**config.mk**
```make
export PLATFORM = sky130hd
export DESIGN_NAME = software_watchdog_timer
export DESIGN_NICKNAME = d
export VERILOG_FILES = /design/src/common/swdt_pkg.sv /design/src/design/software_watchdog_timer.sv
export SDC_FILE = /design/constraint.sdc
export NUM_CORES = 1
export LEC_CHECK = 0
export ABC_CLOCK_PERIOD_IN_PS = 9810
export BUFFER_PORTS_ARGS = -buffer_cell sky130_fd_sc_hd__buf_2
export CAP_MARGIN = 5
export CORE_MARGIN = 4
export CORE_UTILIZATION = 40
export DETAILED_ROUTE_END_ITERATION = 12
export GPL_TIMING_DRIVEN = 0
export SYNTH_ARGS = -nofsm -noshare
export SYNTH_HDL_FRONTEND = slang
export SYNTH_SLANG_ARGS = --single-unit
```
**constraint.sdc**
```tcl
create_clock -name clk_sys_i -period 9.81 [get_ports clk_sys_i]
set_input_delay 1.4715 -clock clk_sys_i [delete_from_list [all_inputs] [get_ports clk_sys_i]]
set_output_delay 1.4715 -clock clk_sys_i [all_outputs]
set_load 0.02 [all_outputs]
```
**src/common/swdt_pkg.sv**
```systemverilog
// Constants, register map and state carrier for the software watchdog.
// Assumes a single system clock and an AHB-Lite register slave.
package swdt_pkg;

	// Register byte addresses (word aligned)
	localparam logic [3:0] ADDR_CONTROL    = 4'h0;
	localparam logic [3:0] ADDR_SERVICE    = 4'h4;
	localparam logic [3:0] ADDR_IRQ_FLAG   = 4'h8;
	localparam logic [3:0] ADDR_RST_STATUS = 4'hc;

	// Control field positions
	localparam int CTL_LOCK_BIT = 15;
	localparam int CTL_FAST_BIT = 9;
	localparam int CTL_RWH_BIT  = 8;
	localparam int CTL_EN_BIT   = 7;
	localparam int CTL_RESP_LSB = 5;
	localparam int CTL_SEL_LSB  = 0;

	// Control writable mask and reset value
	localparam logic [15:0] CTL_MASK  = 16'h83ff;
	localparam logic [15:0] CTL_RESET = 16'h0000;

	// Service key values
	localparam logic [7:0] KEY_FIRST  = 8'h55;
	localparam logic [7:0] KEY_SECOND = 8'haa;

	// Counter step values and minimum select
	localparam logic [31:0] STEP_NORMAL = 32'h0000_0001;
	localparam logic [31:0] STEP_FAST   = 32'h0001_0001;
	localparam logic [4:0]  SEL_MIN     = 5'h08;

	// Time-out response encodings
	typedef enum logic [1:0] {
		RESP_IRQ    = 2'b00,
		RESP_IRQ_RST = 2'b01,
		RESP_RST    = 2'b10,
		RESP_WINDOW = 2'b11
	} resp_e;

	// Service sequence tracker
	typedef enum logic [0:0] {
		SVC_WAIT_FIRST  = 1'b0,
		SVC_WAIT_SECOND = 1'b1
	} svc_e;

	// Whole watchdog state
	typedef struct packed {
		logic [15:0] ctl;
		logic [31:0] count;
		svc_e        svc;
		logic        irq_flag;
		logic        first_done;
		logic        rst_req;
		logic        rst_cause;
		logic        dph_wr;
		logic [3:0]  dph_addr;
		logic [31:0] rdata;
	} wdt_state_s;

endpackage

```
**src/design/software_watchdog_timer.sv**
```systemverilog
// Software watchdog timer with AHB-Lite register slave.
// Assumes the reset generator turns rst_req_o into resetn_i.
// Summary of operation
// - Lock bit freezes control until reset.
// - Test bit steps counter by 65537.
// - Halt stops counting unless run-while-halted.
// - Watchdog counts only while enabled.
// - Response 00: interrupt only, no reset.
// - Response 01: interrupt, then reset.
// - Response 10: reset on time-out.
// - Response 11: window, service last quarter.
// - Window: early service write resets.
// - Window: no service in quarter resets.
// - Any watchdog reset sets cause flag.
// - Reset request goes to reset generator.
// - Select n gives 2^n cycle time-out.
// - Select below 8 acts as 8.
// - Reset clears select, disables watchdog.
// - Key pair 55 then aa restarts count.
// - Other accesses between keys allowed.
// - Service cannot undo issued response.
// - Bad service value resets when enabled.
// - Flag bit 0 set on interrupt, W1C.
// - Unlocked control write restarts counter.
// - Service wins over simultaneous time-out.
`timescale 1ns/100ps
module software_watchdog_timer
	import swdt_pkg::*;
(
	// Clock and reset
	input  wire logic        clk_sys_i,
	input  wire logic        resetn_i,
	// AHB-Lite slave
	input  wire logic        hsel_i,
	input  wire logic [31:0] haddr_i,
	input  wire logic [1:0]  htrans_i,
	input  wire logic        hwrite_i,
	input  wire logic [2:0]  hsize_i,
	input  wire logic [31:0] hwdata_i,
	input  wire logic        hready_i,
	output logic      [31:0] hrdata_o,
	output logic             hreadyout_o,
	output logic             hresp_o,
	// Core status, same clock domain
	input  wire logic        core_halted_i,
	// Watchdog outputs
	output logic             irq_o,
	output logic             rst_req_o,
	output logic             rst_cause_o
);

	wdt_state_s st_ff;
	wdt_state_s nxt_st;

	// Decoded control fields
	logic        lock;
	logic        fast;
	logic        rwh;
	logic        en;
	resp_e       resp;
	logic [4:0]  sel_raw;
	logic [4:0]  sel_eff;
	logic [31:0] limit;
	logic [31:0] win_start;
	logic        timeout;
	logic        in_window;
	logic        counting;
	logic        aph_valid;
	logic        wr_ctl;
	logic        wr_svc;
	logic        wr_irq;
	logic [7:0]  svc_val;
	logic        svc_done;
	logic        svc_bad;

	assign lock    = st_ff.ctl[CTL_LOCK_BIT];
	assign fast    = st_ff.ctl[CTL_FAST_BIT];
	assign rwh     = st_ff.ctl[CTL_RWH_BIT];
	assign en      = st_ff.ctl[CTL_EN_BIT];
	assign resp    = resp_e'(st_ff.ctl[CTL_RESP_LSB +: 2]);
	assign sel_raw = st_ff.ctl[CTL_SEL_LSB +: 5];

	assign sel_eff = (sel_raw < SEL_MIN) ? SEL_MIN : sel_raw;
	// limit is 2^n, window opens at three quarters
	assign limit     = STEP_NORMAL << sel_eff;
	assign win_start = limit - (limit >> 2);
	// Wide step can overshoot the limit, so compare with >=
	assign timeout   = en && (st_ff.count >= limit);
	assign in_window = st_ff.count >= win_start;
	assign counting  = en && (rwh || !core_halted_i);

	// Bus decode from the registered data phase
	assign aph_valid = hsel_i && hready_i && htrans_i[1];
	assign wr_ctl    = st_ff.dph_wr && (st_ff.dph_addr == ADDR_CONTROL);
	assign wr_svc    = st_ff.dph_wr && (st_ff.dph_addr == ADDR_SERVICE);
	assign wr_irq    = st_ff.dph_wr && (st_ff.dph_addr == ADDR_IRQ_FLAG);
	assign svc_val   = hwdata_i[7:0];
	// second key after first completes the pair
	// only service writes move the tracker
	assign svc_done  = wr_svc && (svc_val == KEY_SECOND) && (st_ff.svc == SVC_WAIT_SECOND);
	// any value other than the two keys
	assign svc_bad   = wr_svc && en && (svc_val != KEY_FIRST) && (svc_val != KEY_SECOND);

	// Next-state logic
	always_comb begin
		nxt_st = st_ff;
		// Data phase capture
		nxt_st.dph_wr   = aph_valid && hwrite_i;
		nxt_st.dph_addr = aph_valid ? haddr_i[3:0] : 4'h0;
		nxt_st.rdata    = 32'h0000_0000;
		if (aph_valid && !hwrite_i) begin
			if (haddr_i[3:0] == ADDR_CONTROL) begin
				nxt_st.rdata = {16'h0000, st_ff.ctl};
			end else if (haddr_i[3:0] == ADDR_IRQ_FLAG) begin
				nxt_st.rdata = {31'h0000_0000, st_ff.irq_flag};
			end else if (haddr_i[3:0] == ADDR_RST_STATUS) begin
				nxt_st.rdata = {31'h0000_0000, st_ff.rst_cause};
			end else begin
				nxt_st.rdata = 32'h0000_0000;
			end
		end

		// Counter advance
		if (counting) begin
			nxt_st.count = st_ff.count + (fast ? STEP_FAST : STEP_NORMAL);
		end

		if (wr_svc) begin
			if (st_ff.svc == SVC_WAIT_FIRST && svc_val == KEY_FIRST) begin
				nxt_st.svc = SVC_WAIT_SECOND;
			end else if (st_ff.svc == SVC_WAIT_SECOND && svc_val == KEY_FIRST) begin
				nxt_st.svc = SVC_WAIT_SECOND;
			end else begin
				nxt_st.svc = SVC_WAIT_FIRST;
			end
		end

		// Time-out response; completed service suppresses it
		if (timeout && !svc_done) begin
			nxt_st.count = 32'h0000_0000;
			case (resp)
				RESP_IRQ: begin
					nxt_st.irq_flag = 1'b1;
				end
				RESP_IRQ_RST: begin
					nxt_st.irq_flag = 1'b1;
					if (st_ff.first_done) begin
						nxt_st.rst_req = 1'b1;
					end
					nxt_st.first_done = 1'b1;
				end
				default: begin
					nxt_st.rst_req = 1'b1;
				end
			endcase
		end else if (svc_done && en) begin
			nxt_st.count      = 32'h0000_0000;
			nxt_st.first_done = 1'b0;
			if (resp == RESP_WINDOW && !in_window) begin
				nxt_st.rst_req = 1'b1;
			end
		end

		// any early service write in window mode
		if (wr_svc && en && resp == RESP_WINDOW && !in_window) begin
			nxt_st.rst_req = 1'b1;
		end
		if (svc_bad) begin
			nxt_st.rst_req = 1'b1;
		end

		// writes ignored while locked; write restarts counter
		if (wr_ctl && !lock) begin
			nxt_st.ctl        = hwdata_i[15:0] & CTL_MASK;
			nxt_st.count      = 32'h0000_0000;
			nxt_st.first_done = 1'b0;
		end

		// W1C flag, a new interrupt wins over the clear
		// service writes never clear the flag or the request
		if (wr_irq && hwdata_i[0] && !(timeout && !svc_done && resp != RESP_RST
				&& resp != RESP_WINDOW)) begin
			nxt_st.irq_flag = 1'b0;
		end

		// every watchdog reset sets the cause flag
		if (nxt_st.rst_req) begin
			nxt_st.rst_cause = 1'b1;
		end
	end

	// State register; select cleared and watchdog off at reset
	always_ff @(posedge clk_sys_i or negedge resetn_i) begin
		if (!resetn_i) begin
			st_ff <= '{ctl: CTL_RESET, count: 32'h0000_0000, svc: SVC_WAIT_FIRST,
				irq_flag: 1'b0, first_done: 1'b0, rst_req: 1'b0, rst_cause: 1'b0,
				dph_wr: 1'b0, dph_addr: 4'h0, rdata: 32'h0000_0000};
		end else begin
			st_ff <= nxt_st;
		end
	end

	// Outputs; request held until reset generator acts
	assign hrdata_o    = st_ff.rdata;
	assign hreadyout_o = 1'b1;
	assign hresp_o     = 1'b0;
	assign irq_o       = st_ff.irq_flag;
	assign rst_req_o   = st_ff.rst_req;
	assign rst_cause_o = st_ff.rst_cause;

	property p_no_resp_disabled;
		@(posedge clk_sys_i) disable iff (!resetn_i)
		(!en && !wr_svc && !$rose(st_ff.irq_flag)) |=> !$rose(st_ff.rst_req) || $past(wr_ctl);
	endproperty
	a_no_resp_disabled: assert property (p_no_resp_disabled) else $error("response while disabled");

	property p_lock_holds;
		@(posedge clk_sys_i) disable iff (!resetn_i)
		lock |=> $stable(st_ff.ctl);
	endproperty
	a_lock_holds: assert property (p_lock_holds) else $error("locked control changed");

	property p_irq_mode;
		@(posedge clk_sys_i) disable iff (!resetn_i)
		(timeout && resp == RESP_IRQ && !svc_done) |=> st_ff.irq_flag && !$rose(st_ff.rst_req)
			|| $past(svc_bad) || $past(wr_svc);
	endproperty
	a_irq_mode: assert property (p_irq_mode) else $error("irq mode misbehaved");

	property p_rst_mode;
		@(posedge clk_sys_i) disable iff (!resetn_i)
		(timeout && resp == RESP_RST && !svc_done) |=> st_ff.rst_req && st_ff.rst_cause;
	endproperty
	a_rst_mode: assert property (p_rst_mode) else $error("reset mode missed reset");

	property p_bad_value;
		@(posedge clk_sys_i) disable iff (!resetn_i)
		svc_bad |=> st_ff.rst_req;
	endproperty
	a_bad_value: assert property (p_bad_value) else $error("bad key did not reset");

	property p_ctl_restart;
		@(posedge clk_sys_i) disable iff (!resetn_i)
		(wr_ctl && !lock) |=> st_ff.count == 32'h0000_0000;
	endproperty
	a_ctl_restart: assert property (p_ctl_restart) else $error("count not restarted");

	property p_cause;
		@(posedge clk_sys_i) disable iff (!resetn_i)
		st_ff.rst_req |-> st_ff.rst_cause;
	endproperty
	a_cause: assert property (p_cause) else $error("reset without cause flag");

	property p_svc_wins;
		@(posedge clk_sys_i) disable iff (!resetn_i)
		(timeout && svc_done && resp == RESP_IRQ && !wr_ctl) |=>
			st_ff.count == 32'h0000_0000 && $stable(st_ff.irq_flag);
	endproperty
	a_svc_wins: assert property (p_svc_wins) else $error("time-out beat service");

	property p_halt;
		@(posedge clk_sys_i) disable iff (!resetn_i)
		(core_halted_i && !rwh && !wr_ctl && !wr_svc && !timeout) |=> $stable(st_ff.count);
	endproperty
	a_halt: assert property (p_halt) else $error("counted while halted");

	// wide step on every counting cycle without time-out, control or service write
	property p_fast_step;
		@(posedge clk_sys_i) disable iff (!resetn_i)
		(counting && fast && !timeout && !wr_ctl && !wr_svc) |=>
			st_ff.count == $past(st_ff.count) + STEP_FAST;
	endproperty
	a_fast_step: assert property (p_fast_step) else $error("fast step wrong");

	// never shorter than the minimum period
	property p_min_period;
		@(posedge clk_sys_i) disable iff (!resetn_i)
		timeout |-> st_ff.count >= (STEP_NORMAL << SEL_MIN);
	endproperty
	a_min_period: assert property (p_min_period) else $error("time-out below minimum");

	property p_first_timeout;
		@(posedge clk_sys_i) disable iff (!resetn_i)
		(timeout && resp == RESP_IRQ_RST && !svc_done && !st_ff.first_done
			&& !st_ff.rst_req && !wr_svc) |=> st_ff.irq_flag && !st_ff.rst_req;
	endproperty
	a_first_timeout: assert property (p_first_timeout) else $error("first time-out reset");

	property p_second_timeout;
		@(posedge clk_sys_i) disable iff (!resetn_i)
		(timeout && resp == RESP_IRQ_RST && !svc_done && st_ff.first_done) |=> st_ff.rst_req;
	endproperty
	a_second_timeout: assert property (p_second_timeout) else $error("second time-out missed");

	// pair inside the window is accepted
	property p_window_accept;
		@(posedge clk_sys_i) disable iff (!resetn_i)
		(svc_done && en && resp == RESP_WINDOW && in_window && !st_ff.rst_req) |=>
			!st_ff.rst_req && st_ff.count == 32'h0000_0000;
	endproperty
	a_window_accept: assert property (p_window_accept) else $error("window key refused");

	property p_window_early;
		@(posedge clk_sys_i) disable iff (!resetn_i)
		(wr_svc && en && resp == RESP_WINDOW && !in_window) |=> st_ff.rst_req;
	endproperty
	a_window_early: assert property (p_window_early) else $error("early key no reset");

	property p_window_expire;
		@(posedge clk_sys_i) disable iff (!resetn_i)
		(timeout && resp == RESP_WINDOW && !svc_done) |=> st_ff.rst_req;
	endproperty
	a_window_expire: assert property (p_window_expire) else $error("window expiry no reset");

	property p_req_holds;
		@(posedge clk_sys_i) disable iff (!resetn_i)
		st_ff.rst_req |=> st_ff.rst_req;
	endproperty
	a_req_holds: assert property (p_req_holds) else $error("reset request dropped");

	property p_svc_restart;
		@(posedge clk_sys_i) disable iff (!resetn_i)
		(svc_done && en) |=> st_ff.count == 32'h0000_0000;
	endproperty
	a_svc_restart: assert property (p_svc_restart) else $error("pair did not restart");

	property p_tracker_holds;
		@(posedge clk_sys_i) disable iff (!resetn_i)
		(st_ff.svc == SVC_WAIT_SECOND && !wr_svc) |=> st_ff.svc == SVC_WAIT_SECOND;
	endproperty
	a_tracker_holds: assert property (p_tracker_holds) else $error("tracker lost first key");

	property p_tracker_idle;
		@(posedge clk_sys_i) disable iff (!resetn_i)
		(svc_done || (wr_svc && svc_val != KEY_FIRST)) |=> st_ff.svc == SVC_WAIT_FIRST;
	endproperty
	a_tracker_idle: assert property (p_tracker_idle) else $error("tracker not idle");

	property p_svc_keeps_flag;
		@(posedge clk_sys_i) disable iff (!resetn_i)
		(wr_svc && st_ff.irq_flag) |=> st_ff.irq_flag;
	endproperty
	a_svc_keeps_flag: assert property (p_svc_keeps_flag) else $error("service cleared flag");

	property p_flag_clear;
		@(posedge clk_sys_i) disable iff (!resetn_i)
		(wr_irq && hwdata_i[0] && !timeout) |=> !st_ff.irq_flag;
	endproperty
	a_flag_clear: assert property (p_flag_clear) else $error("flag not cleared");

	property p_flag_zero;
		@(posedge clk_sys_i) disable iff (!resetn_i)
		(wr_irq && !hwdata_i[0] && st_ff.irq_flag) |=> st_ff.irq_flag;
	endproperty
	a_flag_zero: assert property (p_flag_zero) else $error("zero write cleared flag");

endmodule

```
==> Word level (Yosys, flattened, before mapping) <==
Cells that the tools add are included.
{ "word_totals": {"ff_bits": 85, "output_inout_bits": 37} }
{ "op_classes": {"add_sub_neg": 2, "n_lt_le_gt_ge": 3, "n_eq_ne": 13, "shifts": 1, "mux": 25, "bitwise": 1, "reduce_logical": 43} }
{ "op_table": {"columns": ["operator", "count"], "rows": [
  ["32-bit two-way mux", 5],
  ["32-bit >= comparator", 2],
  ["32-bit by 17-bit adder with 32-bit output", 1],
  ["1-bit by 5-bit left shift with 32-bit output (first input constant)", 1],
  ["32-bit by 30-bit subtractor with 32-bit output", 1],
  ["1-bit logical AND", 26],
  ["17-bit two-way mux", 1],
  ["16-bit two-way mux", 1],
  ["1-bit two-way mux", 13],
  ["4-bit == test (second input constant)", 3],
  ["8-bit by 7-bit == test with 1-bit output (second input constant)", 1],
  ["8-bit == test (second input constant)", 1],
  ["4-bit zero test", 2],
  ["8-bit by 7-bit inequality test with 1-bit output (second input constant)", 1],
  ["8-bit inequality test (second input constant)", 1],
  ["1-bit zero test", 6],
  ["5-bit by 4-bit less-than comparator with 1-bit output (second input constant)", 1],
  ["5-bit two-way mux", 1],
  ["4-bit by 3-bit == test with 1-bit output (second input constant)", 1],
  ["2-bit two-way mux", 2],
  ["4-bit two-way mux", 1],
  ["2-bit inequality test (second input constant)", 2],
  ["2-bit AND reduction", 2],
  ["2-bit nonzero test", 2],
  ["10 further kinds", 10]
]} }

==> Longest topological paths before layout <==
Gate-level depths: netlist (run 1).
{ "logic_depth": {"ltp_word": 12, "mapped_depth": 22, "ltp_nobuf": 20} }

==> Least setup slack after synthesis (run 1) <==
No wires, ideal clock.
{ "synth_path": {"path_type": "reg2reg", "startpoint": "register st_ff (netlist bit sel_raw[1])", "endpoint": "register st_ff (netlist bit rst_cause_o)", "setup_ps": 73, "arrival_time_ps": 4107, "path_slack_ps": 5630, "path_stages_with_launch": 20, "path_buffers": 1, "cell_sequence": "dfrtp_1 > clkbuf_1 > nor3b_1 > nand2_1 > ha_1 > a21oi_1 > o211ai_1 > a41oi_1 > and3b_1 > a21o_1 > nor2_1 > a211o_1 > ha_1 > a21o_1 > a21o_1 > a2111oi_0 > o211ai_1 > nor2_1 > o31ai_1 > nand4b_1"} }
{ "synth_via": {"elab_chain_cells": 12} }
{ "synth_lines": {"columns": ["item", "line_no", "rtl"], "rows": [
  ["from (decl)", "software_watchdog_timer.sv:52", "wdt_state_s st_ff;"],
  ["from (signal assigned)", "software_watchdog_timer.sv:195", "st_ff <= '{ctl: CTL_RESET, count: 32'h0000_0000, svc: SVC_WAIT_FIRST,"],
  ["from (signal assigned)", "software_watchdog_timer.sv:199", "st_ff <= nxt_st;"],
  ["5-bit by 4-bit less-than comparator with 1-bit output", "software_watchdog_timer.sv:83", "assign sel_eff = (sel_raw < SEL_MIN) ? SEL_MIN : sel_raw;"],
  ["5-bit two-way mux *", "software_watchdog_timer.sv:83", null],
  ["1-bit by 5-bit left shift with 32-bit output *", "software_watchdog_timer.sv:85", "assign limit = STEP_NORMAL << sel_eff;"],
  ["32-bit by 30-bit subtractor with 32-bit output", "software_watchdog_timer.sv:86", "assign win_start = limit - (limit >> 2);"],
  ["32-bit >= comparator", "software_watchdog_timer.sv:89", "assign in_window = st_ff.count >= win_start;"],
  ["1-bit zero test", "software_watchdog_timer.sv:159, software_watchdog_timer.sv:165", null],
  ["1-bit logical AND", "software_watchdog_timer.sv:159", "if (resp == RESP_WINDOW && !in_window) begin"],
  ["1-bit two-way mux", "software_watchdog_timer.sv:159", null],
  ["2-bit two-way mux", "software_watchdog_timer.sv:156", "end else if (svc_done && en) begin"],
  ["2-bit two-way mux", "software_watchdog_timer.sv:139", "if (timeout && !svc_done) begin"],
  ["1-bit two-way mux *", "software_watchdog_timer.sv:165", "if (wr_svc && en && resp == RESP_WINDOW && !in_window) begin"],
  ["1-bit two-way mux *", "software_watchdog_timer.sv:168", "if (svc_bad) begin"]
]} }
Mark *: on every way between the ends. The rest lies on a longest branch, timed or not. The select of a mux whose other input is x is not followed.
A chain may end at the register's enable or synchronous reset.

==> Final worst setup path (run 1) <==
Ends and elaborated chain as after synthesis.

==> summary.md, run 1 <==
| Metric | Value |
|---|---|
| Status | `completed` |
| Synth top area share | `roughly 25%` |
| RSZ-0062 raised after global routing | `false` |
| Total power | `about 1.7 mW` |
| Yosys warns | `0` |
| Post-DP HPWL | `about 13 mm` |
| Setup tns final | `0 ns` |
| Area leader, netlist | `dfrtp_1` |
| Setup violations, final | `0` |
| Die Width | `approximately 140 um` |
| Fin nets | `approximately 1000` |
| Synth top area cells | `dfrtp_1 25%, ha_1 18%, nand2_1 4.6%` |
| Largest delay contributor family on the critical path | `compound AO/OA/AOI/OAI gates` |
| CP Data Required Time | `~10 ns` |
| Total Routing Usage GR | `17.8%` |
| Buffers & Inverters on Critical Path | `1` |
| Clock sinks | `64` |
| Crit Path Class | `register to register` |
| Synthesis-to-finish area growth | `14.4%` |
| Commonest non-fill, non-tap cell in the layout | `ha_1` |
| FF+latch count, synth | `64` |
| TritonCTS Buffers | `9` |
| Most Frequent Cell on Critical Path | `a21o_1` |
| Routed WL per cell | `between 10 and 15 um` |
| VDD IR max | `roughly 0.11 mV` |
| Fmax | `approximately 180 MHz` |
| Largest net degree at the start of global routing | `65` |
| CTS tree | `yes` |
| Initial antenna violation count | `0` |
| Clk buf depth | `2` |
| Minimum clock period after layout | `between 5 and 6 ns` |
| GP Congestion | `around 0.83` |
| Max FO, Critical Path | `10` |
| Full die area | `0.0184 sq mm` |
| Final worst path period share | `around 56%` |
| Die Y | `between 100 and 150 um` |
| Most frequent cells in the layout | `96 x ha_1, 79 x nand2_1, 69 x nor2_1, 64 x dfrtp_1, 48 x a21oi_1` |
| Fin util | `46.9%` |
| Leak | `3.93 nW` |
| Syn avg cell area | `around 8.3 sq um` |
| Worst path slowest cell | `a2111oi_0` |
| Drt first pass iters | `4` |
| Max Cap Viol | `0` |
| DR DRC count | `0` |
| Clock Skews | `about 0.0081 ns` |
| Antenna Cells | `0` |
| IO Pins | `112` |
| Crit-path max cell delay | `roughly 0.84 ns` |
| Mapped Cells | `just under 800` |
| WP data arrival | `approximately 5.8 ns` |
| Avg Vias per Cell | `between 5 and 6` |
| Top_reg_cell synth | `dfrtp_1` |
| Vias in the first global route | `around 5300` |
| Netlist cell types | `65` |
| Pwr dens | `between 200 and 250 mW/mm^2` |
| Async set-or-reset flop fraction in the synthesized netlist | `100%` |
| CP endpoint kind | `register` |
| Final Hold Fails | `0` |
| Post-cts resize count | `0` |
| Tightest Pin Transition | `about 0.94 ns` |
| Slew HR | `around 36%` |
| Hold/Removal Path Class | `register to register` |
| Total core area | `around 0.016 sq mm` |
| Post-synth EDFFs | `0` |
| Hold-fix buffers, CTS | `0` |
| Cell Chain, Critical Path | `clkbuf_1, nor3b_1, nand2_1, ha_1, a21oi_1, o211ai_1, a41oi_1, and3b_1, a21o_1, nor2_1, a211o_1, ha_1, a21o_1, a21o_1, a2111oi_0, o211ai_1, nor2_1, o31ai_1, nand4b_1` |
| Clock-pin slew on the worst setup and hold paths | `about 0.060 ns` |
| Port bufs | `35` |
| Global-route wire length before repair | `between 20 and 30 mm` |
| Post-synthesis sequential area ratio | `between 20 and 25%` |
| Root Driver | `clkbuf_16` |
| Via count | `around 5700` |
| Worst-Skew Late Latency | `0.33 ns` |
| 1st-iter DRT viols | `349` |
| Detail Route Antenna Nets | `0` |
| H-tree levels | `3` |
| Cell Area, Synth | `0.00651 sq mm` |
| Fin. max-slew vios | `0` |
| Setup crit start kind | `register` |
| Initial Utilization | `roughly two fifths` |
| Share of cells above drive strength 1 | `12.5%` |
| FP Rows | `between 40 and 50` |
| Routed WL | `roughly 16 mm` |
| GRT overflow | `0` |
| Post-CTS Setup Bufs | `0` |
[per-stage QoR]
| stage | setup WS (ns) | std cells | hold slack [ns] | instance area [sq um] |
|---|---|---|---|---|
| 3_5_place_dp | 4.31 | 1079 | 0.463 | 7120 |
| 4_1_cts | 4.29 | 1095 | 0.476 | 7440 |
| 5_1_grt | 3.83 | 1095 | 0.504 | 7440 |
| 2_1_floorplan | 5.63 | 828 | 0.442 | 6680 |
| 3_3_place_gp | 4.28 | 1079 | 0.462 | 7120 |
| 6_report | 4.31 | 1095 | 0.476 | 7440 |
[cell usage after synthesis, types with 17 or more instances]
master   count
o21ai_0     27
nor3_1      17
xnor2_1     23
ha_1        96
a21oi_1     48
xor2_1      27
nand2_1     79
nand4_1     25
buf_4       35
a21o_1      30
nand3_1     22
and2_1      18
inv_1       39
nor2_1      69
dfrtp_1     64
[layout make-up]
class                      instances  area, sq um
timing repair buffer              35          178
multi-input combinational        671         4590
tap                              216          270
clock inverter                     7         95.1
fill                            1594         8440
clock buffer                       9          225
buffer                            54          337
inverter                          39          146
sequential                        64         1600
[power breakdown]
part           total, mW  switching (mW)  leakage (nW)  internal [mW]
Combinational       1.01           0.599          2.92          0.409
Sequential         0.343          0.0452         0.849          0.298
Clock              0.340           0.118         0.156          0.222
[kinds of logic (layout without fill, tap and decap cells)]
logic type / count (synthesis) / after routing / share of synthesized area [%]
compound gates: 171 / 171 / 17.7
xor+xnor: 50 / 50 / 6.73
fa+ha+maj: 97 / 97 / 18.8
buf+inv: 93 / 144 / 7.42
flops: 64 / 64 / 24.6
mux: 13 / 13 / 2.19
other cells: 2 / 47 / 0.115
simple gates: 293 / 293 / 22.5
[per-layer routing]
metal	wire [um]	GRT usage (%)	vias up
met5	0	0	-
met4	89	3.02	0
li1	-	-	2934
met2	7260	29.2	78
met1	7810	25.5	2648
met3	427	2.34	12
[state kept, by name, indices dropped and copies added, names as in the netlist]
register / count
en: 1
hrdata_o: 11
sel_raw: 5
fast: 1
rwh: 1
lock: 1
st_ff: 39
irq_o: 1
resp: 2
rst_cause_o: 1
rst_req_o: 1
[worst reg2reg max path: stages, from the launching register on]
cell and delay (ns):
dfrtp_1 0.35, clkbuf_1 0.34, nor3b_1 0.43, nand2_1 0.21
ha_1 0.42, a21oi_1 0.28, o211ai_1 0.17, a41oi_1 0.37
and3b_1 0.23, a21o_1 0.22, nor2_1 0.07, a211o_1 0.30
ha_1 0.30, a21o_1 0.18, a21o_1 0.16, a2111oi_0 0.84
o211ai_1 0.18, nor2_1 0.15, o31ai_1 0.12, nand4b_1 0.13
[final timing paths]
check | from | end | slack (ns) | cells past startpoint
setup / recovery | sel_raw[1]$_DFFE_PN0P_ | rst_cause_o$_DFFE_PN0P_ | 4.31 | 19
hold / removal | lock$_DFFE_PN0P_ | lock$_DFFE_PN0P_ | 0.48 | 1
setup reg to reg | sel_raw[1]$_DFFE_PN0P_ | rst_cause_o$_DFFE_PN0P_ | 4.31 | 19
hold reg to reg | lock$_DFFE_PN0P_ | lock$_DFFE_PN0P_ | 0.48 | 1
max in group asynchronous | resetn_i | st_ff[70]$_DFFE_PN0P_ | 8.05 | 1
min in group asynchronous | resetn_i | hrdata_o[15]$_DFF_PN0_ | 1.23 | 1
(Power assumes the default switching activity.)
==> run 2: changes to the inputs <==
Settings changed: ABC_CLOCK_PERIOD_IN_PS 9810 to 5100.
Clock period 9.81 ns to 5.1 ns, I/O delays scaled along.
==> summary.md, run 2 (same netlist as run 1, synthesis figures left out) <==
| Metric | Value |
|---|---|
| Setup tns final | `0 ns` |
| Die Y | `around 140 um` |
| FP Rows | `46` |
| Clock share of power | `between 20% and 30%` |
| Initial Utilization | `around two fifths` |
| CTS tree | `yes` |
| GRT overflow | `0` |
| Most frequent cells in the layout | `96 x ha_1, 79 x nand2_1, 68 x nor2_1, 64 x dfrtp_1, 48 x a21oi_1` |
| Switching share of total power | `roughly 45%` |
| Hold-fix buffers, CTS | `0` |
| Tightest Pin Transition | `around 0.93 ns` |
| Routed WL per cell | `14.3 um` |
| RSZ-0062 raised after global routing | `false` |
| Fin. max-slew vios | `0` |
| Post-cts resize count | `3` |
| Post-DP HPWL | `around 13 mm` |
| Largest net degree at the start of global routing | `65` |
| Initial antenna violation count | `0` |
| Max Cap Viol | `0` |
| Full die area | `between 0.015 and 0.02 sq mm` |
| Clock-pin slew on the worst setup and hold paths | `approximately 0.060 ns` |
| Minimum clock period after layout | `between 4 and 5 ns` |
| Comb pwr share | `between 50% and 60%` |
| IO Pins | `roughly 110` |
| DR DRC count | `0` |
| Setup violations, final | `0` |
| Avg Vias per Cell | `between 5 and 6` |
| CP endpoint kind | `register` |
| Drt first pass iters | `4` |
| GP Congestion | `slightly above 0.8` |
| Routed WL | `between 15 and 20 mm` |
| Global-route wire length before repair | `26.6 mm` |
| Vias in the first global route | `between 5000 and 6000` |
| Via count | `between 5000 and 6000` |
| Fin nets | `about 1000` |
| VDD IR max | `slightly above 0.2 mV` |
| Leak | `3.94 nW` |
| Max FO, Critical Path | `10` |
| Die Width | `around 140 um` |
| Layout Cells excl Fill | `approximately 1100` |
| H-tree levels | `3` |
| Biggest register | `st_ff` |
| Worst-Skew Late Latency | `approximately 0.33 ns` |
| Clk buf depth | `2` |
| TritonCTS Buffers | `9` |
| Total power | `around 3.3 mW` |
| Int Pwr | `between 1.5 and 2 mW` |
| NetSw | `1.48 mW` |
| Busiest layer in global routing | `met2` |
| GRT met1 Usage | `about 25%` |
| Fmax | `between 200 and 250 MHz` |
| Detail Route Antenna Nets | `0` |
| DP Cell Count | `about 1100` |
| Synthesis-to-finish area growth | `15.0%` |
| CP Data Required Time | `between 5 and 6 ns` |
| Root Driver | `clkbuf_16` |
| WP data arrival | `4.97 ns` |
| 1st-iter DRT viols | `325` |
| Antenna Cells | `0` |
| Fillers | `1591` |
| Clock Skews | `around 0.0084 ns` |
| Met3 usage | `between 2 and 2.5%` |
| Pwr dens | `approximately 440 mW/mm^2` |
| Port bufs | `35` |
| Hold/Removal Path Class | `register to register` |
| Clock sinks | `64` |
| Total Routing Usage GR | `between 10% and 20%` |
| Total core area | `0.0159 sq mm` |
| Slew HR | `a little under two fifths` |
| Commonest non-fill, non-tap cell in the layout | `ha_1` |
| GRT met2 Usage | `between 20% and 30%` |
| Final Hold Fails | `0` |
| Seq pwr share | `between 20% and 30%` |
| Largest register FFs | `39` |
| Crit Path Class | `register to register` |
| Post-CTS Setup Bufs | `0` |
| Final worst path period share | `just over 90%` |
| Status | `completed` |
| Share of cells above drive strength 1 | `13.7%` |
| Setup crit start kind | `register` |
## run 2: cell types whose count changed in the layout (fill, tap and decap cells not counted)
cell,delta
clkbuf_1,-6
nor2b_1,-1
a2111oi_4,+1
clkbuf_2,+4
nor3b_1,-2
nor2_1,-1
nor2b_2,+1
nor2_2,+1
a41oi_2,+1
a41oi_1,-1
nor3b_2,+2
a2111oi_0,-1
## run 2: through the flow
| stage | utilization (%) | hold WS [ns] | instance area, sq um | setup WS [ns] |
|---|---|---|---|---|
| floorplan | - | 0.442 | 6680 | 0.920 |
| global placement | 44.8 | 0.462 | 7120 | -0.434 |
| detailed placement | 44.8 | 0.463 | 7120 | -0.405 |
| CTS | 46.9 | 0.476 | 7450 | 0.00840 |
| global route | 47.1 | 0.504 | 7480 | 0.100 |
| finish | 47.1 | 0.475 | 7480 | 0.391 |
## run 2: worst max-delay path: stages, from the launching register on
cell and delay (ns):
dfrtp_1 0.37, clkbuf_2 0.20, nor2_1 0.12, and2_1 0.23
nand2_1 0.16, ha_1 0.31, clkbuf_1 0.30, nand4_1 0.16
a211oi_1 0.45, o21ai_2 0.19, a21o_1 0.25, a211o_1 0.30
ha_1 0.30, a21o_1 0.18, a21o_1 0.19, a2111oi_4 0.42
o211ai_1 0.14, nor2_1 0.12, o31ai_1 0.12, nand4b_1 0.13
## run 2: power by group through the flow
stage,clock (mW),combinational (mW),sequential [mW]
2_1_floorplan,0,1.48,0.641
3_3_place_gp,0,1.90,0.667
3_5_place_dp,0,1.92,0.668
4_1_cts,0.667,1.94,0.661
5_1_grt,0.694,2.23,0.674
6_report,0.655,1.96,0.661
## run 2: worst paths after layout
kind	startpoint	endpoint	slack, ns	cells after the start
max	sel_raw[0]$_DFFE_PN0P_	rst_cause_o$_DFFE_PN0P_	0.39	19
min	lock$_DFFE_PN0P_	lock$_DFFE_PN0P_	0.48	1
max reg2reg	sel_raw[0]$_DFFE_PN0P_	rst_cause_o$_DFFE_PN0P_	0.39	19
min reg2reg	lock$_DFFE_PN0P_	lock$_DFFE_PN0P_	0.48	1
max in group asynchronous	resetn_i	st_ff[70]$_DFFE_PN0P_	4.05	1
min in group asynchronous	resetn_i	hrdata_o[15]$_DFF_PN0_	0.52	1
## run 2: cell type report
| type | instances | area (sq um) | share of cell area (%) |
|---|---|---|---|
| plain buffers | 52 | 334 | 4.46 |
| repair buffers | 35 | 178 | 2.37 |
| inverters | 39 | 146 | 1.96 |
| well taps | 216 | 270 | 3.61 |
| clock inverters | 7 | 95.1 | 1.27 |
| flip-flops and latches | 64 | 1600 | 21.4 |
| multi-input cells | 671 | 4630 | 61.9 |
| clock buffers | 9 | 225 | 3.01 |
## run 2: metal layers
metal | share of wire, % | vias up | wire length, um
li1 | - | 2939 | -
met1 | 50 | 2641 | 7850
met2 | 47 | 75 | 7290
met3 | 2.8 | 11 | 446
met4 | 0.52 | 0 | 81
met5 | 0 | - | 0
==> run 3: changes to the inputs <==
Settings changed: PLACE_DENSITY_LB_ADDON set to 0.3.
==> summary.md, run 3 (same netlist as run 1, synthesis figures left out) <==
| Metric | Value |
|---|---|
| Status | `completed` |
| RSZ-0062 raised after global routing | `false` |
| Full die area | `approximately 0.018 sq mm` |
| Synthesis-to-finish area growth | `14.6%` |
| Global-route wire length before repair | `roughly 27 mm` |
| 1st-iter DRT viols | `258` |
| Initial Utilization | `between 40% and 50%` |
| Buffers & Inverters on Critical Path | `1` |
| Slew HR | `approximately two fifths` |
| Tightest Pin Transition | `0.879 ns` |
| Total Routing Usage GR | `17.8%` |
| FP Rows | `46` |
| Setup violations, final | `0` |
| Total power | `about 3.2 mW` |
| Port bufs | `35` |
| Antenna Cells | `0` |
| Largest net degree at the start of global routing | `65` |
| Detail Route Antenna Nets | `0` |
| Flop2flop setup slack | `around 0.34 ns` |
| Final Hold Fails | `0` |
| WP data arrival | `5.02 ns` |
| Clock-pin slew on the worst setup and hold paths | `0.06 ns` |
| Crit Path Class | `register to register` |
| Crit-path max cell delay | `0.43 ns` |
| Reg2reg end | `rst_cause_o$_DFFE_PN0P_` |
| Pwr dens | `433 mW/mm^2` |
| Max Cap Viol | `0` |
| Largest register FFs | `39` |
| Final Cell Area | `approximately 0.0075 sq mm` |
| Final worst path period share | `93.3%` |
| Worst Setup EP | `rst_cause_o$_DFFE_PN0P_` |
| Via count | `roughly 5700` |
| Crit path depth | `19` |
| Biggest register | `st_ff` |
| Hold/Removal Path Class | `register to register` |
| GP Congestion | `0.857` |
| H-tree levels | `3` |
| Cell Chain, Critical Path | `clkbuf_2, nor3b_2, nand2_1, ha_1, a21oi_1, o211ai_1, a41oi_1, and3b_1, a21o_1, nor2_1, a211o_1, ha_1, a21o_1, a21o_1, a2111oi_4, o211ai_1, nor2_1, o31ai_1, nand4b_1` |
| Clock sinks | `64` |
| IO Pins | `approximately 110` |
| TritonCTS Buffers | `9` |
| Most Frequent Cell on Critical Path | `a21o_1` |
| Initial antenna violation count | `0` |
| Total core area | `around 0.016 sq mm` |
| DR DRC count | `0` |
| Worst-Skew Late Latency | `0.33 ns` |
| Hold-fix buffers, CTS | `0` |
| VDD IR max | `0.202 mV` |
| Routed WL per cell | `roughly 14 um` |
| Hold WS | `roughly 0.48 ns` |
| Worst R2R Path Depth | `19` |
| Fin nets | `1046` |
| Clk buf depth | `2` |
| Fmax | `around 210 MHz` |
| Post-CTS Setup Bufs | `0` |
| Drt first pass iters | `7` |
| Avg Vias per Cell | `5.19` |
| Fin. max-slew vios | `0` |
| Share of cells above drive strength 1 | `a little over an eighth` |
| Placed Instance Area | `0.00712 sq mm` |
| CP Data Required Time | `~5.4 ns` |
| Root Driver | `clkbuf_16` |
| CP endpoint kind | `register` |
| Worst setup path startpoint | `sel_raw[1]$_DFFE_PN0P_` |
| Minimum clock period after layout | `between 4 and 5 ns` |
| GRT overflow | `0` |
| Post-DP HPWL | `12.4 mm` |
| Leak | `between 3 and 4 nW` |
| Worst r2r src | `sel_raw[1]$_DFFE_PN0P_` |
| Die Width | `~140 um` |
| Worst path slowest cell | `a2111oi_4` |
| Max FO, Critical Path | `10` |
| Die Y | `between 100 and 150 um` |
| CTS tree | `yes` |
| Setup crit start kind | `register` |
| Vias in the first global route | `around 5400` |
| Most frequent cells in the layout | `96 x ha_1, 79 x nand2_1, 69 x nor2_1, 64 x dfrtp_1, 48 x a21oi_1` |
| Commonest non-fill, non-tap cell in the layout | `ha_1` |
| Clock Skews | `0.00468 ns` |
| Largest delay contributor family on the critical path | `compound AO/OA/AOI/OAI gates` |
| Routed WL | `roughly 16 mm` |
[run 3: cell types whose count changed in the layout (fill, tap and decap cells not counted)]
cell / previous run / this run
inv_6: 1 / 0
bufinv_16: 2 / 1
clkbuf_2: 4 / 5
nor2_1: 68 / 69
clkbuf_8: 0 / 1
a41oi_2: 1 / 0
a41oi_1: 1 / 2
nor2b_2: 1 / 0
nor2_2: 3 / 2
clkbuf_1: 10 / 12
nor2b_1: 7 / 8
[run 3: worst min-delay path by stage]
stage                                  endpoint                   from  depth (start not counted)
final                          lock$_DFFE_PN0P_       lock$_DFFE_PN0P_                          1
after global routing           lock$_DFFE_PN0P_       lock$_DFFE_PN0P_                          1
after CTS                      lock$_DFFE_PN0P_       lock$_DFFE_PN0P_                          1
after detailed placement       lock$_DFFE_PN0P_       lock$_DFFE_PN0P_                          1
after global placement    st_ff[39]$_DFFE_PN0P_  st_ff[39]$_DFFE_PN0P_                          2
after floorplan                lock$_DFFE_PN0P_       lock$_DFFE_PN0P_                          1
[run 3: area by class of cell]
class | instances | area [sq um]
multi-input cells | 671 | 4620
clock inverters | 5 | 56.3
flip-flops and latches | 64 | 1600
well taps | 216 | 270
repair buffers | 35 | 178
plain buffers | 54 | 343
clock buffers | 11 | 243
inverters | 39 | 146
fillers | 1601 | 8430
[run 3: repair_timing]
| action | in CTS | in global routing |
|---|---|---|
| resized for setup | 4 | 11 |
| endpoints found under the setup margin | 2 | 2 |
| cloned | 0 | 0 |
[run 3: worst register-to-register path: stages, from the launching register on]
cell	delay (ns)
dfrtp_1	0.33
clkbuf_2	0.24
nor3b_2	0.32
nand2_1	0.19
ha_1	0.41
a21oi_1	0.29
o211ai_1	0.16
a41oi_1	0.33
and3b_1	0.24
a21o_1	0.22
nor2_1	0.07
a211o_1	0.29
ha_1	0.30
a21o_1	0.18
a21o_1	0.20
a2111oi_4	0.43
o211ai_1	0.14
nor2_1	0.12
o31ai_1	0.11
nand4b_1	0.13
[run 3: power breakdown]
part           total (mW)  leakage (nW)  internal [mW]  switching, mW
Combinational        1.95          2.94          0.795           1.16
Clock               0.613         0.145          0.390          0.223
Sequential          0.662         0.849          0.573         0.0885
Total                3.23          3.93           1.76           1.47
[run 3: through the flow]
| stage | TNS (ns) | worst slack [ns] | cells | utilization [%] |
|---|---|---|---|---|
| final | 0 | 0.342 | 1095 | 46.9 |
| after global routing | 0 | 0.0370 | 1095 | 46.9 |
| after CTS | 0 | 0.0703 | 1095 | 46.8 |
| after detailed placement | -0.797 | -0.403 | 1079 | 44.8 |
| after global placement | -0.777 | -0.401 | 1079 | 44.8 |
| after floorplan | 0 | 0.920 | 828 | - |
[run 3: layer usage]
layer	up-vias	share of wire, %	wire, um	GRT usage [%]
met5	-	0	0	0
met4	0	0.85	133	2.86
met3	14	3.7	576	3.60
met2	107	47	7320	29.2
met1	2630	49	7580	24.6
li1	2937	-	-	-
